### config.mk
export PLATFORM = sky130hd
export DESIGN_NAME = lbm_master
export DESIGN_NICKNAME = d
export VERILOG_FILES = /design/src/design/lbm_pkg.sv /design/src/design/lbm_fifo.sv /design/src/design/lbm_master.sv
export SDC_FILE = /design/constraint.sdc
export NUM_CORES = 1
export LEC_CHECK = 0
export ABC_AREA = 1
export BUFFER_PORTS_ARGS = -buffer_cell sky130_fd_sc_hd__buf_2
export CAP_MARGIN = 20
export CORE_ASPECT_RATIO = 0.5
export CORE_MARGIN = 1
export CORE_UTILIZATION = 55
export DETAILED_ROUTE_END_ITERATION = 16
export MAX_ROUTING_LAYER = met4
export PLACE_DENSITY = 0.84
export SETUP_SLACK_MARGIN = 0.1
export SYNTH_ARGS = -nofsm -noshare
export SYNTH_HDL_FRONTEND = slang
export SYNTH_SLANG_ARGS = --single-unit
export TNS_END_PERCENT = 1
### constraint.sdc
create_clock -name clk_i -period 9.3 [get_ports clk_i]
set_input_delay 1.86 -clock clk_i [delete_from_list [all_inputs] [get_ports clk_i]]
set_output_delay 1.86 -clock clk_i [all_outputs]
set_load 0.05 [all_outputs]
### src/design/lbm_pkg.sv
// Package for the local-bus master address-phase signalling block.
// Assumes a single 100 MHz clock and a synchronous active-low reset.
package lbm_pkg;

  // ------------------------------------------------------------------
  // Widths and encodings
  // ------------------------------------------------------------------
  localparam int BUS_W      = 32;        // Muxed address/data width
  localparam int FIFO_DEPTH = 8;         // Request FIFO depth
  localparam int CNT_LSB    = 0;         // Transfer-count field position
  localparam int CNT_W      = 2;         // Transfer-count field width
  localparam int WADDR_LSB  = 2;         // Word address position
  localparam logic [3:0] BE_NONE = 4'h0; // No lanes enabled
  localparam logic [31:0] BUS_RST = 32'h0000_0000; // Bus reset value
  localparam logic [31:0] FILL_LVL = 32'h0000_0000; // Unused-lane level

  // Bus request from the core side
  typedef struct packed {
    logic [31:0] addr;   // Physical byte address
    logic        write;  // 1 = write
    logic [1:0]  beats;  // Transfers minus one
    logic [3:0]  be;     // Byte lanes carrying data (active high)
    logic [31:0] wdata;  // Write data for all beats
  } lbm_req_s;

  // Bus phase
  typedef enum logic [1:0] {
    PH_IDLE,
    PH_ADDR,
    PH_DATA,
    PH_HOLD
  } lbm_phase_e;

endpackage

### src/design/lbm_fifo.sv
// Small synchronous FIFO with valid/ready on both sides.
// Assumes one clock, synchronous active-low reset, shared clock enable.
`timescale 1ns/1ps
module lbm_fifo #(
  parameter int WIDTH = 8,
  parameter int DEPTH = 8
) (
  // Clock and reset
  input  wire logic             clk_i,
  input  wire logic             rst_n_i,
  input  wire logic             ce_i,
  // Fill side
  input  wire logic             in_valid_i,
  output logic                  in_ready_o,
  input  wire logic [WIDTH-1:0] in_data_i,
  // Drain side
  output logic                  out_valid_o,
  input  wire logic             out_ready_i,
  output logic [WIDTH-1:0]      out_data_o
);

  // ------------------------------------------------------------------
  // Storage and pointers
  // ------------------------------------------------------------------
  localparam int AW = $clog2(DEPTH);
  logic [WIDTH-1:0] mem_q [DEPTH];      // Word storage
  logic [AW-1:0]    wp_q, wp_d;         // Write pointer
  logic [AW-1:0]    rp_q, rp_d;         // Read pointer
  logic [AW:0]      cnt_q, cnt_d;       // Fill level
  logic             push, pop;          // Handshakes

  assign in_ready_o  = (cnt_q != DEPTH[AW:0]);
  assign out_valid_o = (cnt_q != '0);
  assign out_data_o  = mem_q[rp_q];
  assign push        = in_valid_i && in_ready_o;
  assign pop         = out_valid_o && out_ready_i;

  // Next pointer and level values
  always_comb begin
    wp_d  = wp_q;
    rp_d  = rp_q;
    cnt_d = cnt_q;
    if (push) begin
      wp_d = (wp_q == AW'(DEPTH - 1)) ? '0 : wp_q + 1'b1;
    end
    if (pop) begin
      rp_d = (rp_q == AW'(DEPTH - 1)) ? '0 : rp_q + 1'b1;
    end
    if (push && !pop) begin
      cnt_d = cnt_q + 1'b1;
    end else if (pop && !push) begin
      cnt_d = cnt_q - 1'b1;
    end
  end

  // Pointer registers
  always_ff @(posedge clk_i) begin
    if (!rst_n_i) begin
      wp_q  <= '0;
      rp_q  <= '0;
      cnt_q <= '0;
    end else if (ce_i) begin
      wp_q  <= wp_d;
      rp_q  <= rp_d;
      cnt_q <= cnt_d;
    end
  end

  // Storage has no reset; only written words are ever read
  always_ff @(posedge clk_i) begin
    if (ce_i && push) begin
      mem_q[wp_q] <= in_data_i;
    end
  end

endmodule

### src/design/lbm_master.sv
// Local-bus master: address cycle, data beats, hold and halt behaviour.
// Assumes requests come from logic on clk_i; ready, hold and halt arrive
// from pins and are synchronised here.
`timescale 1ns/1ps
module lbm_master (
  // Clock, reset, enable
  input  wire logic                clk_i,
  input  wire logic                rst_n_i,
  input  wire logic                ce_i,
  // Core request stream
  input  wire logic                req_valid_i,
  output logic                     req_ready_o,
  input  wire lbm_pkg::lbm_req_s   req_i,
  // Read data return
  output logic                     rd_valid_o,
  output logic [31:0]              rd_data_o,
  // Control pins
  input  wire logic                local_wait_ready_n_i,
  input  wire logic                memctl_ready_return_n_i,
  input  wire logic                hold_req_i,
  input  wire logic                halt_req_i,
  output logic                     hold_ack_o,
  // Multiplexed bus pins
  input  wire logic [31:0]         muxed_addr_data_bus_i,
  output logic [31:0]              muxed_addr_data_bus_o,
  output logic                     muxed_addr_data_bus_oe_o,
  // Strobes
  output logic                     addr_strobe_n_o,
  output logic                     addr_strobe_n_oe_o,
  output logic                     addr_latch_en_o,
  output logic                     addr_latch_en_oe_o,
  output logic                     final_beat_n_o,
  output logic                     final_beat_n_oe_o
);

  // ------------------------------------------------------------------
  // Pin synchronisers
  // ------------------------------------------------------------------
  logic [3:0] sy1_q, sy2_q;             // Two-stage sync of control pins
  logic       rdy, hold_rq, halt_rq;    // Synchronised levels
  logic [31:0] din1_q, din2_q;          // Two-stage sync of read data

  // Sampling stages only; first stage feeds nothing but the second
  always_ff @(posedge clk_i) begin
    if (!rst_n_i) begin
      sy1_q  <= 4'hF;
      sy2_q  <= 4'hF;
      din1_q <= lbm_pkg::BUS_RST;
      din2_q <= lbm_pkg::BUS_RST;
    end else if (ce_i) begin
      sy1_q  <= {local_wait_ready_n_i, memctl_ready_return_n_i,
                 ~hold_req_i, ~halt_req_i};
      sy2_q  <= sy1_q;
      din1_q <= muxed_addr_data_bus_i;
      din2_q <= din1_q;
    end
  end

  // Either ready input ends a beat
  assign rdy     = !sy2_q[3] || !sy2_q[2];
  assign hold_rq = !sy2_q[1];
  assign halt_rq = !sy2_q[0];

  // ------------------------------------------------------------------
  // Request FIFO
  // ------------------------------------------------------------------
  localparam int REQ_W = $bits(lbm_pkg::lbm_req_s);
  logic              f_valid, f_ready;  // Drain handshake
  logic [REQ_W-1:0]  f_data;            // Drained word
  lbm_pkg::lbm_req_s cur;               // Head request

  lbm_fifo #(
    .WIDTH (REQ_W),
    .DEPTH (lbm_pkg::FIFO_DEPTH)
  ) u_fifo (
    .clk_i       (clk_i),
    .rst_n_i     (rst_n_i),
    .ce_i        (ce_i),
    .in_valid_i  (req_valid_i),
    .in_ready_o  (req_ready_o),
    .in_data_i   (req_i),
    .out_valid_o (f_valid),
    .out_ready_i (f_ready),
    .out_data_o  (f_data)
  );

  assign cur = lbm_pkg::lbm_req_s'(f_data);

  // ------------------------------------------------------------------
  // Bus sequencer state
  // ------------------------------------------------------------------
  lbm_pkg::lbm_phase_e ph_q, ph_d;      // Bus phase
  logic [1:0]  left_q, left_d;          // Transfers still to go, minus one
  logic [31:0] bus_q, bus_d;            // Driven bus value
  logic        bus_oe_q, bus_oe_d;      // Bus driver enable
  logic        ads_n_q, ads_n_d;        // Address strobe
  logic        ale_q, ale_d;            // Latch enable
  logic        ale_oe_q, ale_oe_d;      // Latch enable driver
  logic        final_beat_n_n_q, final_beat_n_n_d;    // Final beat indicator
  logic        ctl_oe_q, ctl_oe_d;      // Strobe/final beat drivers
  logic        hack_q, hack_d;          // Hold acknowledge
  logic        rdv_q, rdv_d;            // Read data valid pulse
  logic [31:0] rdd_q, rdd_d;            // Read data
  logic        pop;                     // Request retired

  assign f_ready = pop;

  // Lane fill: data lanes carry write data, others a fixed level
  function automatic logic [31:0] lane_mux(input logic [31:0] d,
                                           input logic [3:0]  be);
    logic [31:0] r;
    r = lbm_pkg::FILL_LVL;
    for (int i = 0; i < 4; i++) begin
      if (be[i]) begin
        r[8*i +: 8] = d[8*i +: 8];
      end
    end
    return r;
  endfunction

  // Next-state and output computation
  always_comb begin
    ph_d      = ph_q;
    left_d    = left_q;
    bus_d     = bus_q;
    bus_oe_d  = bus_oe_q;
    ads_n_d   = 1'b1;
    ale_d     = 1'b0;
    ale_oe_d  = ale_oe_q;
    final_beat_n_n_d = final_beat_n_n_q;
    ctl_oe_d  = ctl_oe_q;
    hack_d    = hack_q;
    rdv_d     = 1'b0;
    rdd_d     = rdd_q;
    pop       = 1'b0;
    case (ph_q)
      lbm_pkg::PH_IDLE: begin
        final_beat_n_n_d = 1'b1;
        if (hold_rq) begin
          // Release every driver while another master owns the bus
          ph_d     = lbm_pkg::PH_HOLD;
          bus_oe_d = 1'b0;
          ctl_oe_d = 1'b0;
          ale_oe_d = 1'b0;
          hack_d   = 1'b1;
        end else if (halt_rq) begin
          // Halted: bus keeps its last value, including count bits
          bus_oe_d = 1'b1;
        end else if (f_valid) begin
          ph_d     = lbm_pkg::PH_ADDR;
          bus_oe_d = 1'b1;
          ctl_oe_d = 1'b1;
          ale_oe_d = 1'b1;
          ads_n_d  = 1'b0;
          ale_d    = 1'b1;
          bus_d    = {cur.addr[31:lbm_pkg::WADDR_LSB],
                      cur.beats};
          left_d   = cur.beats;
        end
      end
      lbm_pkg::PH_ADDR: begin
        // First data cycle: strobe and latch enable already released
        ph_d      = lbm_pkg::PH_DATA;
        final_beat_n_n_d = (left_q != 2'h0);
        if (cur.write) begin
          bus_d = lane_mux(cur.wdata, cur.be);
        end else begin
          bus_oe_d = 1'b0;
          // Read keeps the address for a later halt
        end
      end
      lbm_pkg::PH_DATA: begin
        if (rdy) begin
          if (!cur.write) begin
            rdv_d = 1'b1;
            rdd_d = din2_q;
          end
          if (left_q == 2'h0) begin
            ph_d      = lbm_pkg::PH_IDLE;
            final_beat_n_n_d = 1'b1;
            pop       = 1'b1;
            bus_oe_d  = 1'b1;
            // Upper lines keep the last value on the bus: the lane
            // data after a write, the address after a read
            // Count bits return so a later halt shows the last size
            bus_d     = {bus_q[31:lbm_pkg::WADDR_LSB], cur.beats};
          end else begin
            left_d    = left_q - 2'h1;
            final_beat_n_n_d = (left_q != 2'h1);
          end
        end
        // Without ready the indicator holds its level (wait states)
      end
      lbm_pkg::PH_HOLD: begin
        if (!hold_rq) begin
          ph_d     = lbm_pkg::PH_IDLE;
          bus_oe_d = 1'b1;
          ctl_oe_d = 1'b1;
          ale_oe_d = 1'b1;
          hack_d   = 1'b0;
        end
      end
      default: begin
        ph_d = lbm_pkg::PH_IDLE;
      end
    endcase
  end

  // Sequencer registers; reset floats bus, strobe high, latch low
  always_ff @(posedge clk_i) begin
    if (!rst_n_i) begin
      ph_q      <= lbm_pkg::PH_IDLE;
      left_q    <= 2'h0;
      bus_q     <= lbm_pkg::BUS_RST;
      bus_oe_q  <= 1'b0;
      ads_n_q   <= 1'b1;
      ale_q     <= 1'b0;
      ale_oe_q  <= 1'b1;
      final_beat_n_n_q <= 1'b1;
      ctl_oe_q  <= 1'b1;
      hack_q    <= 1'b0;
      rdv_q     <= 1'b0;
      rdd_q     <= lbm_pkg::BUS_RST;
    end else if (ce_i) begin
      ph_q      <= ph_d;
      left_q    <= left_d;
      bus_q     <= bus_d;
      bus_oe_q  <= bus_oe_d;
      ads_n_q   <= ads_n_d;
      ale_q     <= ale_d;
      ale_oe_q  <= ale_oe_d;
      final_beat_n_n_q <= final_beat_n_n_d;
      ctl_oe_q  <= ctl_oe_d;
      hack_q    <= hack_d;
      rdv_q     <= rdv_d;
      rdd_q     <= rdd_d;
    end
  end

  // ------------------------------------------------------------------
  // Outputs straight from flip-flops, except the final beat enable, decoded from ctl_oe_q and ph_q
  // ------------------------------------------------------------------
  assign muxed_addr_data_bus_o    = bus_q;
  assign muxed_addr_data_bus_oe_o = bus_oe_q;
  assign addr_strobe_n_o          = ads_n_q;
  assign addr_strobe_n_oe_o       = ctl_oe_q;
  assign addr_latch_en_o          = ale_q;
  assign addr_latch_en_oe_o       = ale_oe_q;
  assign final_beat_n_o           = final_beat_n_n_q;
  // Final beat driver stays off in reset so the pull-up holds it high
  assign final_beat_n_oe_o        = ctl_oe_q && (ph_q != lbm_pkg::PH_IDLE);
  assign hold_ack_o               = hack_q;
  assign rd_valid_o               = rdv_q;
  assign rd_data_o                = rdd_q;

endmodule

# Yosys cells after proc, flatten, opt, wreduce, memory -nomap -nowiden
# Memory sizes are Yosys's and may differ from the RTL's. A register that Yosys moved wholly into a read port is not among the register bits.
# Index checks and enable logic that the tools add are counted.
dict set report word_totals {
  mem_bits_rw 568
  word_cells 145
  mem_count 1
  input_bits 111
  ff_bits 157
  output_inout_bits 74
}
# name depth word_bits read_ports rd_ports_with_merged_regs write_ports line
set mem_list {}
lappend mem_list {u_fifo.mem_q 8 71 1 1 1 lbm_fifo.sv:26} ;# logic [WIDTH-1:0] mem_q [DEPTH];
dict set report classes {
  n_bitwise 4
  add_sub_neg 5
  n_mux 63
  n_reduce_logical 33
  eq_ne 20
}
# operator n
set op_table {}
lappend op_table {{32-bit 2-to-1 mux} 4}
lappend op_table {{32-bit case mux with 3 select lines} 1}
lappend op_table {{8-bit 2-to-1 mux} 4}
lappend op_table {{1-bit 2-to-1 mux} 29}
lappend op_table {{2-bit 2-to-1 mux} 13}
lappend op_table {{2-bit inequality test (second input constant)} 9}
lappend op_table {{7-bit AND reduction} 2}
lappend op_table {{3-bit 2-to-1 mux} 4}
lappend op_table {{6-bit AND reduction} 2}
lappend op_table {{2-bit nonzero test} 6}
lappend op_table {{4-bit 2-to-1 mux} 2}
lappend op_table {{2-bit case mux with 4 select lines} 1}
lappend op_table {{4-bit AND reduction} 2}
lappend op_table {{8-bit AND reduction} 1}
lappend op_table {{3-bit by 1-bit adder with 3-bit output (second input constant)} 2}
lappend op_table {{3-bit == test (second input constant)} 2}
lappend op_table {{1-bit logical AND} 6}
lappend op_table {{2-bit AND reduction} 3}
lappend op_table {{5-bit AND reduction} 1}
lappend op_table {{4-bit by 1-bit adder with 4-bit output (second input constant)} 1}
lappend op_table {{2-bit == test (second input constant)} 2}
lappend op_table {{1-bit logical NOT} 4}
lappend op_table {{2-bit logical NOT} 2}
lappend op_table {{2-bit by 1-bit inequality test with 1-bit output (second input constant)} 2}
lappend op_table {{16 further kinds} 20}

# Depth between registers and ports, before layout
dict set report logic_depth {
  word_depth 9
  mapped_depth 14
  mapped_depth_nobuf 13
}

# Cells and area by module
# A second synthesis with hierarchy kept.
dict set report unflattened {
  cells_unflattened 2921
  hier_area_um2 29712.2
}
# mod area_per_inst_um2 seq_area_each_um2 instances cells_each
set modules_own_cells {}
lappend modules_own_cells {lbm_fifo 23381.2 17316.6 1 1992}
lappend modules_own_cells {lbm_master 6331.1 2942.8 1 929}

# Least setup slack after synthesis
# Ideal clock, no wire load.
dict set report synth_timing {
  path_kind {input-to-reg}
  from {input port ce_i}
  to {memory u_fifo.mem_q[1][0] (netlist bit) (enable)}
  cell_stages 6
  arrival_time_ps 5254
  required_ps 8804
  setup_time_ps 496
  n_path_buf 2
  path_slack_ps 3549
  cell_sequence {buf_4 > buf_6 > nand2_1 > nor2_1 > inv_1 > nor2_1}
}
dict set report synth_between {
  elab_chain_len 3
}
# item line
set synth_rtl {}
lappend synth_rtl {{from (decl)} lbm_master.sv:9} ;# input wire logic ce_i,
lappend synth_rtl {{1-bit logical AND} lbm_fifo.sv:71} ;# if (ce_i && push) begin
lappend synth_rtl {{1-bit 2-to-1 mux} lbm_fifo.sv:71}
lappend synth_rtl {{1-bit 2-to-1 mux (implied by the code)} lbm_fifo.sv:72} ;# mem_q[wp_q] <= in_data_i;
lappend synth_rtl {{to (decl)} lbm_fifo.sv:26}
# No other way between the ends.

# Worst setup path after layout
dict set report layout_timing {
  from {input port ce_i}
  to {memory u_fifo.mem_q[3][41] (netlist bit) (enable)}
}
# Same word-level chain as after synthesis.

==> flow_metrics.env <==
export IMPL_post_synth_main_area_contributors="sky130_fd_sc_hd__edfxtp_1 55%, sky130_fd_sc_hd__nand2_1 13%, sky130_fd_sc_hd__dfxtp_1 11%, sky130_fd_sc_hd__nand3_1 5.5%, sky130_fd_sc_hd__inv_1 4.3%"
export IMPL_sequentialPowerShare_pct=50.6
export IMPL_cell_internal_pwr_w=0.00509
export IMPL_die_y_um=167
export IMPL_cts_tree="built"
export IMPL_synth_edf_count=552
export IMPL_critPathRequiredTime_ps=9520
export IMPL_cts_post_setup_buffers_inserted=0
export IMPL_fin_tns_setup_ps=0
export IMPL_die_area_um2=55300
export IMPL_die_w_um=332
export IMPL_synth_yosys_seq_area_share_pct=66.2
export IMPL_synth_warning_count=0
export IMPL_synth_lib_cells_used_distinct=33
export IMPL_placeableCoreArea_um2=52800
export IMPL_timing_final_crit_share_pct=49.2
export IMPL_gr_total_overflow=0
export IMPL_drc=0
export IMPL_final_max_slew_violation_count=0
export IMPL_post_route_min_period_ps=4570
export IMPL_switching_fraction_pct=28.8
export IMPL_postCtsResizedCells=0
export IMPL_synth_area_leader_cell="sky130_fd_sc_hd__edfxtp_1"
export IMPL_via_per_inst=5.56
export IMPL_report_final_setup_viol=0
export IMPL_placement_setup_worst_slack_ps=4170
export IMPL_ys_ff_latch=712
export IMPL_clock_latency_ps=630
export IMPL_grtUsageTotal_pct=26.3
export IMPL_synthFlopType="sky130_fd_sc_hd__edfxtp_1"
export IMPL_numPlacedInstances=3833
export IMPL_worst_slew_pin_transition_ps=1120
export IMPL_initial_antenna_violation_count=10
export IMPL_synth_net_count=3211
export IMPL_syn_cell_area_um2=29900
export IMPL_grt_setup_unrepaired="no"
export IMPL_floorplan_io_pins=185
export IMPL_synthToLayoutAreaGrowth_pct=9.99
export IMPL_report_final_hold_viol_count=0
export IMPL_dr_pass1_iters=6
export IMPL_portBuffers=182
export IMPL_timing_worst_setup_path_type="input port to register"
export IMPL_grt_max_degree=114
export IMPL_numClockSinks=712
export IMPL_synth_top_cell_area_share_pct=55.4
export IMPL_cap_violations=0
export IMPL_power_frac_comb_pct=15.9
export IMPL_worst_hold_path_type="register to register"
export IMPL_clk_pin_slew_ps=70
export IMPL_max_freq_mhz=219
export IMPL_critPathCaptureType="register"
export IMPL_rows=59
export IMPL_layoutNonFillerInstCount=3954
export IMPL_syn_area_per_cell_um2=9.69
export IMPL_max_clock_path_buffers=3
export IMPL_synth_async_reset_ratio_pct=0
export IMPL_drtIter0Drc=2970
export IMPL_finalCoreUtilization_pct=62.3
export IMPL_worst_ir_drop_vdd_uv=190
export IMPL_vias=22000
export IMPL_first_pass_grt_wire_length_um=111000
export IMPL_start_util_pct=56.6
export IMPL_nets=3319
export IMPL_max_slew_margin_rel_pct=25.1
export IMPL_cts_buffers_inserted=59
export IMPL_grt_pass1_vias=21200
export IMPL_routedWlPerCell_um=18.3
export IMPL_worst_endpoint_arrival_ps=4790
export IMPL_total_power_w=0.00715
export IMPL_layout_setup_ws_ps=4730
export IMPL_timing_critical_path_fanout_max=80
export IMPL_power_density_nw_per_um2=217
export IMPL_cts_root_buf="sky130_fd_sc_hd__clkbuf_16"
export IMPL_routabilityCongestion=0.855
export IMPL_synth_cells=3085
export IMPL_ctsHtreeMaxLevel=2
export IMPL_outcome="finished clean"
export IMPL_drive_gt1_share_pct=10.1
export IMPL_power_clock_fraction_pct=33.6
export IMPL_critical_path_startpoint_type="input port"
export IMPL_leakagePower_nw=14.2
export IMPL_switchingPower_w=0.00206
export IMPL_ant_nets=0
export IMPL_routed_wl_um=72200
export IMPL_post_cts_hold_buffer_count=0
export IMPL_finClkSkew_ps=53.4
export IMPL_dp_final_hpwl_um=38000
-- per-layer routing --
layer  GRT usage, %  wire [µm]
met5              -          0
met4           9.93       2250
met3           4.15       7210
met2           43.6      34900
met1           32.9      27900
-- area by class of cell --
| cell class | count | area [µm²] |
|---|---|---|
| diodes | 12 | 30.0 |
| clock buffers | 71 | 1560 |
| clock inverters | 38 | 280 |
| fillers | 3807 | 19900 |
| inverters | 350 | 1320 |
| multi-input cells | 1861 | 7900 |
| flip-flops and latches | 712 | 19800 |
| well taps | 701 | 877 |
| repair buffers | 209 | 1120 |
-- worst max-delay path, stage by stage --
cell and delay, ps:
sky130_fd_sc_hd__buf_2 70, sky130_fd_sc_hd__buf_4 560, sky130_fd_sc_hd__nand2_1 240, sky130_fd_sc_hd__nor2_1 140
sky130_fd_sc_hd__inv_1 200, sky130_fd_sc_hd__nor2_4 900, sky130_fd_sc_hd__buf_4 750
-- flip-flops by register name, indices dropped and copies added (netlist names), 2 cells and up, named ones only --
signal / flops
u_fifo.mem_q: 552
din1_q: 32
din2_q: 32
muxed_addr_data_bus_o: 32
rd_data_o: 32
sy1_q: 4
sy2_q: 4
u_fifo.cnt_q: 4
u_fifo.rp_q: 3
u_fifo.wp_q: 3
left_q: 2
ph_q: 2
-- Yosys cell counts, types with 3 or more instances --
cell type                     n
sky130_fd_sc_hd__buf_2       64
sky130_fd_sc_hd__ha_1        14
sky130_fd_sc_hd__o21a_1       3
sky130_fd_sc_hd__nand2_2      3
sky130_fd_sc_hd__o21ai_0     92
sky130_fd_sc_hd__nand4_1      7
sky130_fd_sc_hd__dfxtp_1    160
sky130_fd_sc_hd__buf_1        5
sky130_fd_sc_hd__buf_4       29
sky130_fd_sc_hd__inv_2        4
sky130_fd_sc_hd__nand2_1   1057
sky130_fd_sc_hd__a21oi_1     51
sky130_fd_sc_hd__inv_1      345
sky130_fd_sc_hd__o21ai_1      8
sky130_fd_sc_hd__nand3_2      4
sky130_fd_sc_hd__clkbuf_1    44
sky130_fd_sc_hd__buf_6       18
sky130_fd_sc_hd__nand3_1    330
sky130_fd_sc_hd__edfxtp_1   552
sky130_fd_sc_hd__nor2_1     279
-- stage by stage --
stage / instance area (µm²) / hold slack [ps]
2_1_floorplan: 29900 / 429
3_3_place_gp: 31000 / 444
3_5_place_dp: 31000 / 451
4_1_cts: 32900 / 462
5_1_grt: 32900 / 477
6_report: 32900 / 461
-- kinds of logic after synthesis --
| group | count (synthesis) | synth area share (%) |
|---|---|---|
| buf+inv | 512 | 7.62 |
| compound gates | 159 | 2.74 |
| flops | 712 | 66.2 |
| xor+xnor | 1 | 0.0293 |
| fa+ha+maj | 15 | 0.653 |
| simple gates | 1686 | 22.8 |
-- worst paths after layout --
| check | start | end | slack, ps | cells past startpoint |
|---|---|---|---|---|
| setup / recovery | ce_i | u_fifo.mem_q[3][41] | 4730 | 7 |
| hold / removal | rd_data_o[2] | rd_data_o[2] | 460 | 2 |
| setup reg to reg | register | muxed_addr_data_bus_o[5] | 5100 | 9 |
| hold reg to reg | rd_data_o[2] | rd_data_o[2] | 460 | 2 |
-- cells in the final DEF, fill, tap and decap left out, drive strengths merged, types with 2 or more instances in the layout --
cell    instances
a21oi          51
nand2        1061
nand3         334
nand4           7
clkbuf         71
nor2          281
a31oi           2
o21ai         100
edfxtp        552
diode          12
clkinv         35
o211a           2
o21a            3
inv           350
bufinv          2
ha             14
buf           209
dfxtp         160
-- power by group through the flow --
stage	sequential, W	combinational [W]	clock, W
after global routing	0.00363	0.00122	0.00253
after floorplan	0.00387	0.000596	0
after detailed placement	0.00368	0.00110	0
after CTS	0.00361	0.00112	0.00241
after global placement	0.00368	0.00107	0
final	0.00362	0.00113	0.00240
Note: power is estimated with default switching activity, not from simulation.
